<file path="config.mk">
export PLATFORM = sky130hd
export DESIGN_NAME = tppwm_core
export DESIGN_NICKNAME = d
export VERILOG_FILES = /design/src/tppwm_pkg.sv /design/src/tppwm_core.sv
export SDC_FILE = /design/constraint.sdc
export NUM_CORES = 1
export LEC_CHECK = 0
export BUFFER_PORTS_ARGS = -buffer_cell sky130_fd_sc_hd__buf_2
export CAP_MARGIN = 30
export CORE_MARGIN = 4
export CORE_UTILIZATION = 55
export CTS_CLUSTER_SIZE = 16
export DETAILED_ROUTE_END_ITERATION = 6
export PLACE_DENSITY = 0.74
export SYNTH_ARGS = -nofsm -noshare
export SYNTH_HDL_FRONTEND = slang
export SYNTH_SLANG_ARGS = --single-unit
</file>
<file path="constraint.sdc">
create_clock -name clk_in -period 5.4 [get_ports clk_in]
set_input_delay 0 -clock clk_in [delete_from_list [all_inputs] [get_ports clk_in]]
set_output_delay 0 -clock clk_in [all_outputs]
set_load 0.01 [all_outputs]
</file>
<file path="src/tppwm_pkg.sv">
// Package with register map, field positions and reset values of the three-phase PWM block.
package tppwm_pkg;

	// Register byte addresses.
	localparam logic [31:0] ADDR_CONTROL   = 32'hfffffc00;
	localparam logic [31:0] ADDR_STATUS    = 32'hfffffc04;
	localparam logic [31:0] ADDR_PERIOD    = 32'hfffffc08;
	localparam logic [31:0] ADDR_DEADTIME  = 32'hfffffc0c;
	localparam logic [31:0] ADDR_CHOPCFG   = 32'hfffffc10;
	localparam logic [31:0] ADDR_DUTY_A    = 32'hfffffc14;
	localparam logic [31:0] ADDR_DUTY_B    = 32'hfffffc18;
	localparam logic [31:0] ADDR_DUTY_C    = 32'hfffffc1c;
	localparam logic [31:0] ADDR_OUTCTRL   = 32'hfffffc20;
	localparam logic [31:0] ADDR_SYNCWIDTH = 32'hfffffc24;

	// Control register field positions and writable mask.
	localparam int CTL_ENABLE     = 0;
	localparam int CTL_SYNC_EN    = 1;
	localparam int CTL_DOUBLE     = 2;
	localparam int CTL_EXT_TIMING = 3;
	localparam int CTL_SRC_SEL    = 4;
	localparam logic [15:0] CTL_MASK = 16'h001f;

	// Status register field positions.
	localparam int STA_HALF      = 0;
	localparam int STA_TRIP_PIN  = 3;
	localparam int STA_TRIP_FLAG = 8;
	localparam int STA_SYNC_FLAG = 9;

	// Chop configuration field positions and mask.
	localparam int CFG_HI_CHOP = 8;
	localparam int CFG_LO_CHOP = 9;
	localparam logic [15:0] CFG_MASK = 16'h03ff;

	// Output control: swap bits 8..6, disable bits 5..0.
	localparam int OUT_SWAP_LSB = 6;
	localparam logic [15:0] OUT_MASK = 16'h01ff;

	// Masks for the narrow value registers.
	localparam logic [15:0] TEN_BIT_MASK = 16'h03ff;
	localparam logic [15:0] REG_RESET    = 16'h0000;

	// Chop carrier is four core cycles per step of the period value.
	localparam int CHOP_MULT = 4;

	// Counting direction of the center-aligned period timer.
	typedef enum logic [0:0] {
		TPPWM_DOWN = 1'b0,
		TPPWM_UP   = 1'b1
	} tppwm_dir_e;

	// Register bus request.
	typedef struct packed {
		logic [31:0] addr;
		logic [31:0] wdata;
		logic        wr;
		logic        rd;
	} tppwm_bus_s;

endpackage : tppwm_pkg

</file>
<file path="src/tppwm_core.sv">
// Register interface and output stage of a three-phase center-aligned PWM controller.
// How it works
// RL1: Control bit 0 enables PWM; a fault trip clears it automatically.
// RL2: Control bit 1 enables the synchronisation function.
// RL3: Control bit 2 selects double update, also latching at mid-cycle.
// RL4: Control bit 3 marks external sync synchronous; cleared means resynchronise.
// RL5: Control bit 4 chooses external sync input over internal sync.
// RL6: Status bit 9 is the sync flag; writing 1 clears it.
// RL7: Status bit 8 is the trip flag; writing 1 clears it.
// RL8: Status bit 3 returns the raw trip pin level.
// RL9: Status bit 0 is 1 counting down, 0 counting up.
// RL10: Chop config bits 9 and 8 chop low and high sides independently.
// RL11: Chop config bits 7:0 hold the unsigned chop period value.
// RL12: Chop carrier period is four times value plus one core cycles.
// RL13: Output control bits 8,7,6 enable swap for pairs 0,1,2.
// RL14: Swap routes the high-side signal to low pin and back.
// RL15: Output control bits 5..0 disable 0L,0H,1L,1H,2L,2H.
// RL16: Disable applies after swap and holds the output off.
// RL17: Output control is latched on sync, also mid-cycle in double mode.
// RL18: Period register holds an unsigned 16-bit switching period.
// RL19: Dead time register holds an unsigned 10-bit value.
// RL20: Three duty registers hold one duty value per phase.
// RL21: Sync width register holds an unsigned 10-bit pulse width.
// RL22: Reserved bits read zero and ignore writes.
// RL23: Sync flag sets on each sync pulse; trip flag on trip shutdown.
//
// Chosen here: strobed register access.
`timescale 1ns/1ps

module tppwm_core (
	// Clock and reset.
	input  wire logic        clk_in,
	input  wire logic        rst_n_in,
	// Register port.
	input  wire logic [31:0] addr_in,
	input  wire logic [31:0] wdata_in,
	input  wire logic        wr_in,
	input  wire logic        rd_in,
	output logic      [31:0] rdata_out,
	// Pins.
	input  wire logic        trip_n_in,
	input  wire logic        ext_sync_in,
	output logic       [5:0] gate_out,
	output logic             sync_out
);

	// All state of the block in one record.
	typedef struct packed {
		logic [15:0] control;
		logic [15:0] period;
		logic [15:0] dead;
		logic [15:0] chopcfg;
		logic [15:0] duty_a;
		logic [15:0] duty_b;
		logic [15:0] duty_c;
		logic [15:0] outctl;
		logic [15:0] outctl_act;
		logic [15:0] swidth;
		logic        sync_flag;
		logic        trip_flag;
		logic [15:0] timer;
		tppwm_pkg::tppwm_dir_e dir;
		logic [9:0]  sync_cnt;
		logic        sync_pulse;
		logic [9:0]  chop_cnt;
		logic        chop_clk;
		logic [1:0]  trip_sy;
		logic [1:0]  ext_sy;
		logic        ext_q;
		logic [31:0] rdata;
		logic [5:0]  gate;
	} tppwm_state_s;

	tppwm_state_s st;
	tppwm_state_s next_st;
	tppwm_pkg::tppwm_bus_s bus;

	// Pack the register port into one carrier.
	assign bus = '{addr: addr_in, wdata: wdata_in, wr: wr_in, rd: rd_in};

	// Read decode, used for read data; reserved bits come back as zero.
	function automatic logic [15:0] read_reg(input tppwm_state_s s, input logic [31:0] a);
		logic [15:0] v;
		v = 16'h0000;
		unique case (a)
			tppwm_pkg::ADDR_CONTROL:   v = s.control;
			tppwm_pkg::ADDR_STATUS: begin
				v[tppwm_pkg::STA_SYNC_FLAG] = s.sync_flag; // RL6
				v[tppwm_pkg::STA_TRIP_FLAG] = s.trip_flag; // RL7
				v[tppwm_pkg::STA_TRIP_PIN]  = s.trip_sy[1]; // RL8
				v[tppwm_pkg::STA_HALF]      = (s.dir == tppwm_pkg::TPPWM_DOWN); // RL9
			end
			tppwm_pkg::ADDR_PERIOD:    v = s.period;
			tppwm_pkg::ADDR_DEADTIME:  v = s.dead;
			tppwm_pkg::ADDR_CHOPCFG:   v = s.chopcfg;
			tppwm_pkg::ADDR_DUTY_A:    v = s.duty_a;
			tppwm_pkg::ADDR_DUTY_B:    v = s.duty_b;
			tppwm_pkg::ADDR_DUTY_C:    v = s.duty_c;
			tppwm_pkg::ADDR_OUTCTRL:   v = s.outctl;
			tppwm_pkg::ADDR_SYNCWIDTH: v = s.swidth;
			default:                   v = 16'h0000;
		endcase
		return v;
	endfunction : read_reg

	// Raw timing-unit levels for one phase: high side on when the timer is below duty.
	// Dead time is taken off both edges, so the two sides of a leg never overlap.
	function automatic logic [1:0] phase_raw(input logic [15:0] tmr, input logic [15:0] duty,
		input logic [15:0] dt);
		logic [1:0] p;
		logic [16:0] lo_edge;
		lo_edge = {1'b0, duty} + {1'b0, dt};
		p[1] = ({1'b0, tmr} + {1'b0, dt}) < {1'b0, duty};
		p[0] = {1'b0, tmr} >= lo_edge;
		return p;
	endfunction : phase_raw

	logic        tripped;
	logic        ext_level;
	logic        ext_rise;
	logic        boundary;
	logic        latch_now;
	logic [47:0] duties;
	logic [5:0]  raw;
	logic [5:0]  routed;
	logic [9:0]  chop_limit;

	// The trip pin is synchronised; a low level shuts the outputs down.
	// The two flops cost two cycles of reaction, but a metastable level never
	// reaches the enable, the flag and all six gates with different values.
	assign tripped    = ~st.trip_sy[1];
	assign ext_level  = st.control[tppwm_pkg::CTL_EXT_TIMING] ? ext_sync_in : st.ext_sy[1]; // RL4
	assign ext_rise   = ext_level & ~st.ext_q;
	assign boundary   = st.control[tppwm_pkg::CTL_SRC_SEL] ? ext_rise : // RL5
		(st.dir == tppwm_pkg::TPPWM_UP && st.timer >= st.period);
	assign latch_now  = boundary | (st.control[tppwm_pkg::CTL_DOUBLE] & // RL3
		st.dir == tppwm_pkg::TPPWM_DOWN & st.timer == 16'h0000);
	assign duties     = {st.duty_c, st.duty_b, st.duty_a}; // RL20
	// Carrier period is four times (value plus one): half period is twice that.
	assign chop_limit = 10'((tppwm_pkg::CHOP_MULT / 2) * (st.chopcfg[7:0] + 10'd1) - 1); // RL12

	// Per-phase swap and disable. Gate index 2p is the low side of phase p and
	// index 2p+1 its high side, so gate_out reads {2H,2L,1H,1L,0H,0L}.
	genvar gp;
	generate
		for (gp = 0; gp < 3; gp++) begin : g_phase
			logic [1:0] r;
			logic       swp;
			assign r   = phase_raw(st.timer, duties[16*gp +: 16], st.dead); // RL19
			assign raw[2*gp +: 2] = r;
			assign swp = st.outctl_act[tppwm_pkg::OUT_SWAP_LSB + 2 - gp]; // RL13
			// Swapped pair: high-side signal drives the low pin and back.
			assign routed[2*gp]     = swp ? r[1] : r[0]; // RL14
			assign routed[2*gp + 1] = swp ? r[0] : r[1]; // RL14
		end
	endgenerate

	// Next-state logic: registers, timer, sync, chopping and output gating.
	always_comb begin
		logic [15:0] w;
		logic [5:0]  g;
		logic [5:0]  dis;
		next_st = st;
		w = bus.wdata[15:0];
		g = 6'h00;
		dis = 6'h00;
		next_st.trip_sy = {st.trip_sy[0], trip_n_in};
		next_st.ext_sy  = {st.ext_sy[0], ext_sync_in};
		next_st.ext_q   = ext_level;
		next_st.rdata   = bus.rd ? {16'h0000, read_reg(st, bus.addr)} : 32'h0000_0000;
		// Register writes; reserved bits are masked off.
		if (bus.wr) begin
			unique case (bus.addr)
				tppwm_pkg::ADDR_CONTROL:   next_st.control = w & tppwm_pkg::CTL_MASK; // RL22
				tppwm_pkg::ADDR_PERIOD:    next_st.period  = w; // RL18
				tppwm_pkg::ADDR_DEADTIME:  next_st.dead    = w & tppwm_pkg::TEN_BIT_MASK; // RL19
				tppwm_pkg::ADDR_CHOPCFG:   next_st.chopcfg = w & tppwm_pkg::CFG_MASK; // RL11
				tppwm_pkg::ADDR_DUTY_A:    next_st.duty_a  = w;
				tppwm_pkg::ADDR_DUTY_B:    next_st.duty_b  = w;
				tppwm_pkg::ADDR_DUTY_C:    next_st.duty_c  = w;
				tppwm_pkg::ADDR_OUTCTRL:   next_st.outctl  = w & tppwm_pkg::OUT_MASK; // RL22
				tppwm_pkg::ADDR_SYNCWIDTH: next_st.swidth  = w & tppwm_pkg::TEN_BIT_MASK; // RL21
				default: ;
			endcase
		end
		// Flag clears by writing one; a same-cycle set below still wins.
		if (bus.wr && bus.addr == tppwm_pkg::ADDR_STATUS) begin
			if (w[tppwm_pkg::STA_SYNC_FLAG]) next_st.sync_flag = 1'b0; // RL6
			if (w[tppwm_pkg::STA_TRIP_FLAG]) next_st.trip_flag = 1'b0; // RL7
		end
		// Period timer counts down in the first half, up in the second.
		// A trip or a cleared enable parks it at the period, ready for a clean restart.
		if (!st.control[tppwm_pkg::CTL_ENABLE] || tripped) begin
			next_st.timer = st.period;
			next_st.dir   = tppwm_pkg::TPPWM_DOWN;
		end else if (boundary) begin
			next_st.timer = st.period;
			next_st.dir   = tppwm_pkg::TPPWM_DOWN;
		end else if (st.dir == tppwm_pkg::TPPWM_DOWN) begin
			if (st.timer == 16'h0000) next_st.dir = tppwm_pkg::TPPWM_UP; // RL9
			else next_st.timer = st.timer - 16'h0001;
		end else if (st.timer < st.period) begin
			next_st.timer = st.timer + 16'h0001;
		end
		// Sync pulse lasting the programmed width plus one cycle, suppressed while tripped or when sync is off.
		if (boundary && st.control[tppwm_pkg::CTL_ENABLE] && !tripped
			&& st.control[tppwm_pkg::CTL_SYNC_EN]) begin // RL2
			next_st.sync_pulse = 1'b1;
			next_st.sync_cnt   = st.swidth[9:0];
			next_st.sync_flag  = 1'b1; // RL23
		end else if (st.sync_cnt != 10'h000 && !tripped) begin
			next_st.sync_cnt = st.sync_cnt - 10'h001;
		end else begin
			next_st.sync_pulse = 1'b0;
		end
		// Output control takes effect only at update points.
		if (latch_now) next_st.outctl_act = st.outctl; // RL17
		// Chop carrier toggles every half carrier period.
		// It runs free, so the first chopped pulse after enable may be short.
		if (st.chop_cnt >= chop_limit) begin
			next_st.chop_cnt = 10'h000;
			next_st.chop_clk = ~st.chop_clk;
		end else begin
			next_st.chop_cnt = st.chop_cnt + 10'h001;
		end
		// Disable bits 5..0 map to 0L,0H,1L,1H,2L,2H; rearrange to phase order.
		dis = {st.outctl_act[0], st.outctl_act[1], st.outctl_act[2],
			st.outctl_act[3], st.outctl_act[4], st.outctl_act[5]};
		g = routed & ~dis; // RL15 RL16
		for (int i = 0; i < 3; i++) begin
			if (st.chopcfg[tppwm_pkg::CFG_LO_CHOP]) g[2*i]   = g[2*i] & st.chop_clk; // RL10
			if (st.chopcfg[tppwm_pkg::CFG_HI_CHOP]) g[2*i+1] = g[2*i+1] & st.chop_clk; // RL10
		end
		if (!st.control[tppwm_pkg::CTL_ENABLE] || tripped) g = 6'h00;
		next_st.gate = g;
		// Trip clears the enable and raises the trip flag.
		if (tripped && st.control[tppwm_pkg::CTL_ENABLE]) begin
			next_st.control[tppwm_pkg::CTL_ENABLE] = 1'b0; // RL1
			next_st.trip_flag = 1'b1; // RL23
		end
	end

	// State register; everything resets to zero.
	// The asynchronous clear keeps the gates off even before the clock starts.
	always_ff @(posedge clk_in or negedge rst_n_in) begin
		if (!rst_n_in) begin
			st <= '0;
		end else begin
			st <= next_st;
		end
	end

	assign rdata_out = st.rdata;
	assign gate_out  = st.gate;
	assign sync_out  = st.sync_pulse;
endmodule : tppwm_core

</file>
==> impl_metrics.py, run 1 <==
metrics = {
    "outcome": {
        "status": "finished clean",
    },
    "yosys": {
        "synthesis.area_mm2": 0.0140,
        "yosys_warnings": 0,
        "ys_types": 87,
        "synth-edff-count": 0,
        "synth_async_sr_flop_share_pct": 100,
        "yosysSeqAreaShare_pct": 33.0,
        "synth_area_per_cell_um2": 9.96,
        "ys.flop_type": "dfrtp_1",
        "synth.ff_latch_count": 185,
        "synthCells": 1410,
    },
    "cts": {
        "clkSinkCount": 185,
        "htree_levels": 4,
        "cts_tree": "yes",
        "clk_pin_slew_ns": 0.08,
        "clk_path_buf_depth": 2,
        "clk_latency_ns": 0.45,
        "clockRootBuffer": "clkbuf_16",
        "numCtsBuffers": 17,
    },
    "sta": {
        "relSlewSlack_pct": 34.2,
        "finalCritPeriodShare_pct": 82.9,
        "hold_viol_final": 0,
        "max_freq_ghz": 0.223,
        "fin_tns_setup_ns": 0,
        "tightest_slew_ns": 0.984,
        "drv_slew": 0,
        "rsz0062_at_grt": "no",
        "layout_min_cycle_time_ns": 4.48,
        "fin_worst_skew_ns": 0.00832,
        "setup_viol": 0,
    },
    "setup_path": {
        "worstPathArrival_ns": 4.83,
        "worst-endpoint-required_ns": 5.76,
        "cp-end-kind": "flip-flop",
        "critPathLaunchType": "flip-flop",
        "crit_fanout": 10,
        "worst-setup-path-type": "flip-flop to flip-flop",
        "rrSetupSlack_ns": 0.92,
    },
    "routing": {
        "routed_wl_um": 38100,
        "routed_via_density": 6.20,
        "wl_per_cell_um": 20.8,
        "via_count": 11300,
        "post-route-drc-count": 0,
        "dr.pass1.iters": 7,
        "drtAntennaViolNets": 0,
        "drt_iter0_drc": 986,
    },
    "floorplan": {
        "die_h_um": 168,
        "dieArea_mm2": 0.0282,
        "core_mm2": 0.0252,
        "io_pins": 109,
        "std_cell_rows": 58,
        "start_util_pct": 55.8,
        "fp.dieW_um": 168,
    },
    "final_layout": {
        "area_growth_pct": 10.1,
        "fill_cells": 2032,
        "drive_gt1_share_pct": 18.7,
        "final_nets": 1738,
        "final_cell_mix": "185 x dfrtp_1, 175 x ha_1, 105 x mux2_2, 95 x inv_1, 87 x nor2_1",
        "final_common_cell": "dfrtp_1",
        "diodes": 0,
    },
    "power_and_ir_drop": {
        "p_sw_share_pct": 26.4,
        "p_int_w": 0.00221,
        "clkPwrFrac_pct": 45.2,
        "p_total_w": 0.00301,
        "p_switching_w": 0.000795,
        "ir_drop_uv": 213,
        "p_leak_nw": 7.42,
        "p_per_area_mw_per_mm2": 195,
        "seqPwrFrac_pct": 48.1,
        "combPwrFrac_pct": 6.7,
    },
    "global_routing": {
        "grt_usage_pct": 26.7,
        "first_global_vias": 10900,
        "grt_first_pass_wirelength_um": 59200,
        "grt_max_degree": 125,
        "antenna_found_initial": 0,
        "overflow": 0,
    },
    "placement": {
        "port_buffers": 76,
        "gp_congestion": 0.968,
        "dp_hpwl_um": 29200,
    },
    "hold_path": {
        "holdCritPathClass": "input pin to flip-flop",
    },
    "run": {
        "drv_cap": 0,
    },
}
[path summary, 6_finish.rpt]
kind,end,cells past startpoint,startpoint
max in group asynchronous,rdata_out[15],4,rst_n_in
setup / recovery,gate_out[5],16,st[197]
setup reg to reg,gate_out[5],16,st[197]
hold / removal,st[88],2,wdata_in[4]
hold reg to reg,st[40],0,next_st[40]
min in group asynchronous,st[47],2,rst_n_in
[flip-flops by register name, indices dropped and copies added, names as in the netlist]
name         flops
gate_out         6
next_st          2
rdata_out       16
sync_out         1
duties          48
st             109
g_phase.swp      3
[metal layers]
metal | global-route usage, % | wire (µm) | vias up
met1 | 36.3 | 16100 | 5563
met4 | 10.6 | 1370 | 0
met3 | 5.17 | 3130 | 76
met5 | 0 | 0 | -
li1 | - | - | 5243
met2 | 42.5 | 17500 | 464
[per-stage QoR]
| step | area (µm²) | std cells | hold slack [ns] | util, % | setup WS, ns |
|---|---|---|---|---|---|
| floorplan | 14100 | 1425 | -0.296 | - | 1.73 |
| global placement | 14600 | 1779 | 0.109 | 58.0 | 1.05 |
| detailed placement | 14600 | 1781 | 0.110 | 58.1 | 0.981 |
| CTS | 15400 | 1830 | 0.00514 | 61.3 | 0.980 |
| global route | 15500 | 1831 | 0.0247 | 61.4 | 0.618 |
| finish | 15500 | 1831 | 0.0299 | 61.4 | 0.923 |
[power by group through the flow]
stage	clock network, W	logic (W)	registers, W
3_5_place_dp	0	0.000189	0.00147
6_report	0.00136	0.000201	0.00145
2_1_floorplan	0	0.000117	0.00147
5_1_grt	0.00143	0.000228	0.00145
4_1_cts	0.00138	0.000200	0.00145
3_3_place_gp	0	0.000185	0.00147
[synthesized netlist by cell type, drive strengths merged (3+ instances only)]
cell       n  share of area, %
a31o       3              0.19
nand2     89               2.5
a21oi     77               2.7
mux2     116               9.6
nor4      10              0.55
o211ai    13              0.73
nor3      21              0.89
a211oi     8              0.43
mux4      10               1.6
or3        9              0.44
xor2      32               2.0
a21o      36               1.9
or2        3              0.15
nand4     22              0.98
o2111ai    6              0.42
buf       57               2.7
and2       7              0.31
mux2i     11              0.78
nor2b     19              0.85
a2111oi    4              0.43
nor2      89               2.4
o21bai     5              0.27
a222oi     5              0.36
fa         5              0.71
a22o       3              0.19
a221oi     4              0.29
a31oi     17              0.76
nand2b    14              0.62
o31ai      6              0.42
o22ai      4              0.18
ha       175                16
nand3     31               1.1
clkbuf    10              0.27
o21a      10              0.53
nor3b      7              0.49
dfrtp    185                33
or4        4              0.24
a21boi     3              0.16
inv       95               2.5
o21ai     61               2.2
and3      12              0.53
a22oi     23               1.2
xnor2     64               4.0
[layout make-up]
class | count | area (µm²) | share of cell area, %
Multi-Input combinational cell | 1078 | 8690 | 56.2
Sequential cell | 185 | 4630 | 30.0
Timing Repair Buffer | 111 | 729 | 4.72
Clock buffer | 18 | 429 | 2.78
Tap cell | 330 | 413 | 2.67
Inverter | 95 | 357 | 2.31
Clock inverter | 14 | 205 | 1.33
[repair_timing]
| action | in CTS | in global routing |
|---|---|---|
| setup buffers | 0 | 0 |
| hold buffers | 17 | 0 |
| gates resized for setup | 0 | 0 |
| hold endpoints to repair | 196 | 0 |
[worst max-delay path, cell delays in order (launching register included)]
cell and delay, ns:
dfrtp_1 0.62, ha_1 0.32, a21o_1 0.18, a21oi_1 0.22, nor2b_1 0.08, o21a_1 0.21, o311a_1 0.32, o31ai_1 0.35
a21boi_0 0.17, xor2_1 0.33, ha_1 0.31, nand2_1 0.06, nand2_1 0.05, a221o_1 0.31, a221oi_1 0.35, o211ai_1 0.31
o22ai_1 0.19
[cell families after synthesis]
| logic type | count (synthesis) | synth area share, % |
|---|---|---|
| AO/OA/AOI/OAI | 305 | 14.6 |
| XOR/XNOR | 96 | 5.99 |
| adder cells (fa/ha/maj) | 180 | 16.3 |
| buffers and inverters | 162 | 5.53 |
| flip-flops | 185 | 33.0 |
| multiplexers | 137 | 12.0 |
| other | 1 | 0.0267 |
| AND/OR/NAND/NOR | 344 | 12.6 |
Power figures use the tool's default switching activity.
==> run 2: changes to the inputs <==
Settings changed: ABC_AREA set to 1, PLACE_DENSITY 0.74 to 0.77.
Clock period 5.4 ns to 3.9 ns, I/O delays scaled along.
==> impl_metrics.py, run 2 <==
metrics = {
    "final_layout": {
        "multi_input_area_mm2": 0.00896,
        "largest_register_ffs": 109,
        "final_common_cell": "nand2_1",
        "final_cell_mix": "534 x nand2_1, 236 x inv_1, 179 x dfrtp_1, 175 x ha_1, 137 x nor2_1",
        "area_growth_pct": 9.62,
        "drive_gt1_share_pct": 8.90,
        "diodes": 0,
        "regMostFlops": "st",
        "fin_util_pct": 61.9,
        "final_nets": 2328,
        "regArea_mm2": 0.00464,
        "fill_cells": 2319,
    },
    "floorplan": {
        "dieArea_mm2": 0.0298,
        "std_cell_rows": 59,
        "die_h_um": 173,
        "fp.dieW_um": 173,
        "io_pins": 109,
        "start_util_pct": 56.5,
        "core_mm2": 0.0264,
    },
    "outcome": {
        "status": "finished clean",
    },
    "cts": {
        "htree_levels": 4,
        "clk_path_buf_depth": 2,
        "clk_pin_slew_ns": 0.08,
        "clockRootBuffer": "clkbuf_16",
        "clk_latency_ns": 0.46,
        "cts_tree": "yes",
        "numCtsBuffers": 17,
        "clkSinkCount": 185,
    },
    "power_and_ir_drop": {
        "clkPwrFrac_pct": 44.0,
        "p_leak_nw": 8.60,
        "p_int_w": 0.00297,
        "p_sw_share_pct": 28.9,
        "p_switching_w": 0.00121,
        "p_per_area_mw_per_mm2": 256,
        "combPwrFrac_pct": 7.9,
        "seqPwrFrac_pct": 48.1,
        "p_total_w": 0.00418,
        "ir_drop_uv": 264,
    },
    "yosys": {
        "yosysMostFrequentCell": "nand2_1",
        "synth_common_cells": "534 x nand2_1, 236 x inv_1, 185 x dfrtp_1",
        "synth_top_area_share_pct": 31.1,
        "synth_area_per_cell_um2": 7.42,
        "synth_async_sr_flop_share_pct": 100,
        "synth.ff_latch_count": 185,
        "synth-edff-count": 0,
        "yosysTopAreaCell": "dfrtp_1",
        "ys_types": 53,
        "ys.flop_type": "dfrtp_1",
        "synthCells": 2006,
        "synthesis.area_mm2": 0.0149,
        "synth.area.top_cells": "dfrtp_1 31%, ha_1 15%, nand2_1 13%",
        "yosys_warnings": 0,
        "yosysSeqAreaShare_pct": 31.1,
    },
    "sta": {
        "fin_ws_ns": 0.240,
        "tightest_slew_ns": 0.935,
        "fin_worst_skew_ns": 0.0143,
        "drv_slew": 0,
        "relSlewSlack_pct": 37.6,
        "hold_ws_ns": 0.0307,
        "max_freq_ghz": 0.273,
        "finalCritPeriodShare_pct": 93.8,
        "setup_viol": 0,
        "hold_viol_final": 0,
        "fin_tns_setup_ns": 0,
        "rsz0062_at_grt": "no",
        "layout_min_cycle_time_ns": 3.66,
    },
    "global_routing": {
        "grt_first_pass_wirelength_um": 70300,
        "antenna_found_initial": 0,
        "overflow": 0,
        "grt_usage_pct": 29.2,
        "first_global_vias": 13400,
        "grt_max_degree": 125,
    },
    "routing": {
        "drtAntennaViolNets": 0,
        "routed_via_density": 5.81,
        "wl_per_cell_um": 18.2,
        "routed_wl_um": 44100,
        "drt_iter0_drc": 1349,
        "dr.pass1.iters": 6,
        "via_count": 14100,
        "post-route-drc-count": 0,
    },
    "placement": {
        "place_ws_ns": 0.165,
        "gp_congestion": 0.993,
        "port_buffers": 76,
        "dp_hpwl_um": 33800,
    },
    "setup_path": {
        "cp-end-kind": "flip-flop",
        "worst-setup-path-type": "flip-flop to flip-flop",
        "crit_fanout": 6,
        "critPathLaunchType": "flip-flop",
        "worstPathArrival_ns": 4.04,
        "worst-endpoint-required_ns": 4.28,
    },
    "hold_path": {
        "holdCritPathClass": "input pin to flip-flop",
    },
    "run": {
        "drv_cap": 0,
    },
}
## run 2: final cells by class
class                      instances  share of cell area [%]
multi-input combinational       1519                    54.9
sequential                       185                    28.4
timing repair buffer             111                    4.67
clock inverter                    15                    1.21
tap                              335                    2.57
inverter                         244                    5.61
clock buffer                      17                    2.61
## run 2: logic make-up after synthesis
family	synth area share [%]
other	0.0252
AO/OA/AOI/OAI	12.5
AND/OR/NAND/NOR	26.6
flip-flops	31.1
multiplexers	0.0756
XOR/XNOR	5.06
adder cells (fa/ha/maj)	15.4
buffers and inverters	9.30
## run 2: per-stage QoR
stage | cell area (µm²) | instances
global placement | 15400 | 2377
floorplan | 14900 | 2021
global route | 16300 | 2426
finish | 16300 | 2426
CTS | 16200 | 2421
detailed placement | 15400 | 2378
## run 2: worst paths after layout
| kind | start | to | slack [ns] | cells after the start |
|---|---|---|---|---|
| hold reg to reg | next_st[40] | st[40] | 0.35 | 0 |
| min in group asynchronous | rst_n_in | st[59] | 0.46 | 3 |
| hold / removal | wdata_in[6] | st[186] | 0.03 | 3 |
| setup reg to reg | st[200] | gate_out[5] | 0.24 | 19 |
| setup / recovery | st[200] | gate_out[5] | 0.24 | 19 |
| max in group asynchronous | rst_n_in | st[203] | 2.62 | 4 |
## run 2: power groups by stage
| stage | clock network (W) | logic [W] | registers [W] |
|---|---|---|---|
| detailed placement | 0 | 0.000315 | 0.00205 |
| finish | 0.00184 | 0.000330 | 0.00201 |
| CTS | 0.00185 | 0.000325 | 0.00201 |
| global route | 0.00192 | 0.000381 | 0.00202 |
| global placement | 0 | 0.000303 | 0.00205 |
| floorplan | 0 | 0.000205 | 0.00204 |
## run 2: timing repair
action	CTS	global route
hold endpoints to repair	158	9
hold buffers	11	1
buffers inserted	0	1
resized for setup	0	14
setup endpoints to repair	0	6
## run 2: layer usage
metal | vias to the layer above | track usage, % | routed length, µm | part of all wire, %
met1 | 6596 | 40.1 | 18800 | 43
met5 | - | 0 | 0 | 0
met3 | 135 | 5.55 | 3840 | 8.7
met2 | 644 | 45.7 | 19500 | 44
met4 | 0 | 11.8 | 1920 | 4.3
li1 | 6732 | - | - | -
## run 2: worst max-delay path: stages (launching register included)
cell	delay, ns
dfrtp_1	0.53
ha_1	0.47
a21oi_1	0.10
o21a_1	0.17
nand2_1	0.12
a21boi_0	0.14
o21ai_1	0.35
nand2_1	0.11
xor2_1	0.16
ha_1	0.28
nand2_1	0.09
nor3_1	0.13
nand3_1	0.09
nor3_1	0.21
nor3_1	0.08
nand2_1	0.07
nand2_1	0.20
nand2_1	0.12
nand2_1	0.06
a21oi_1	0.11
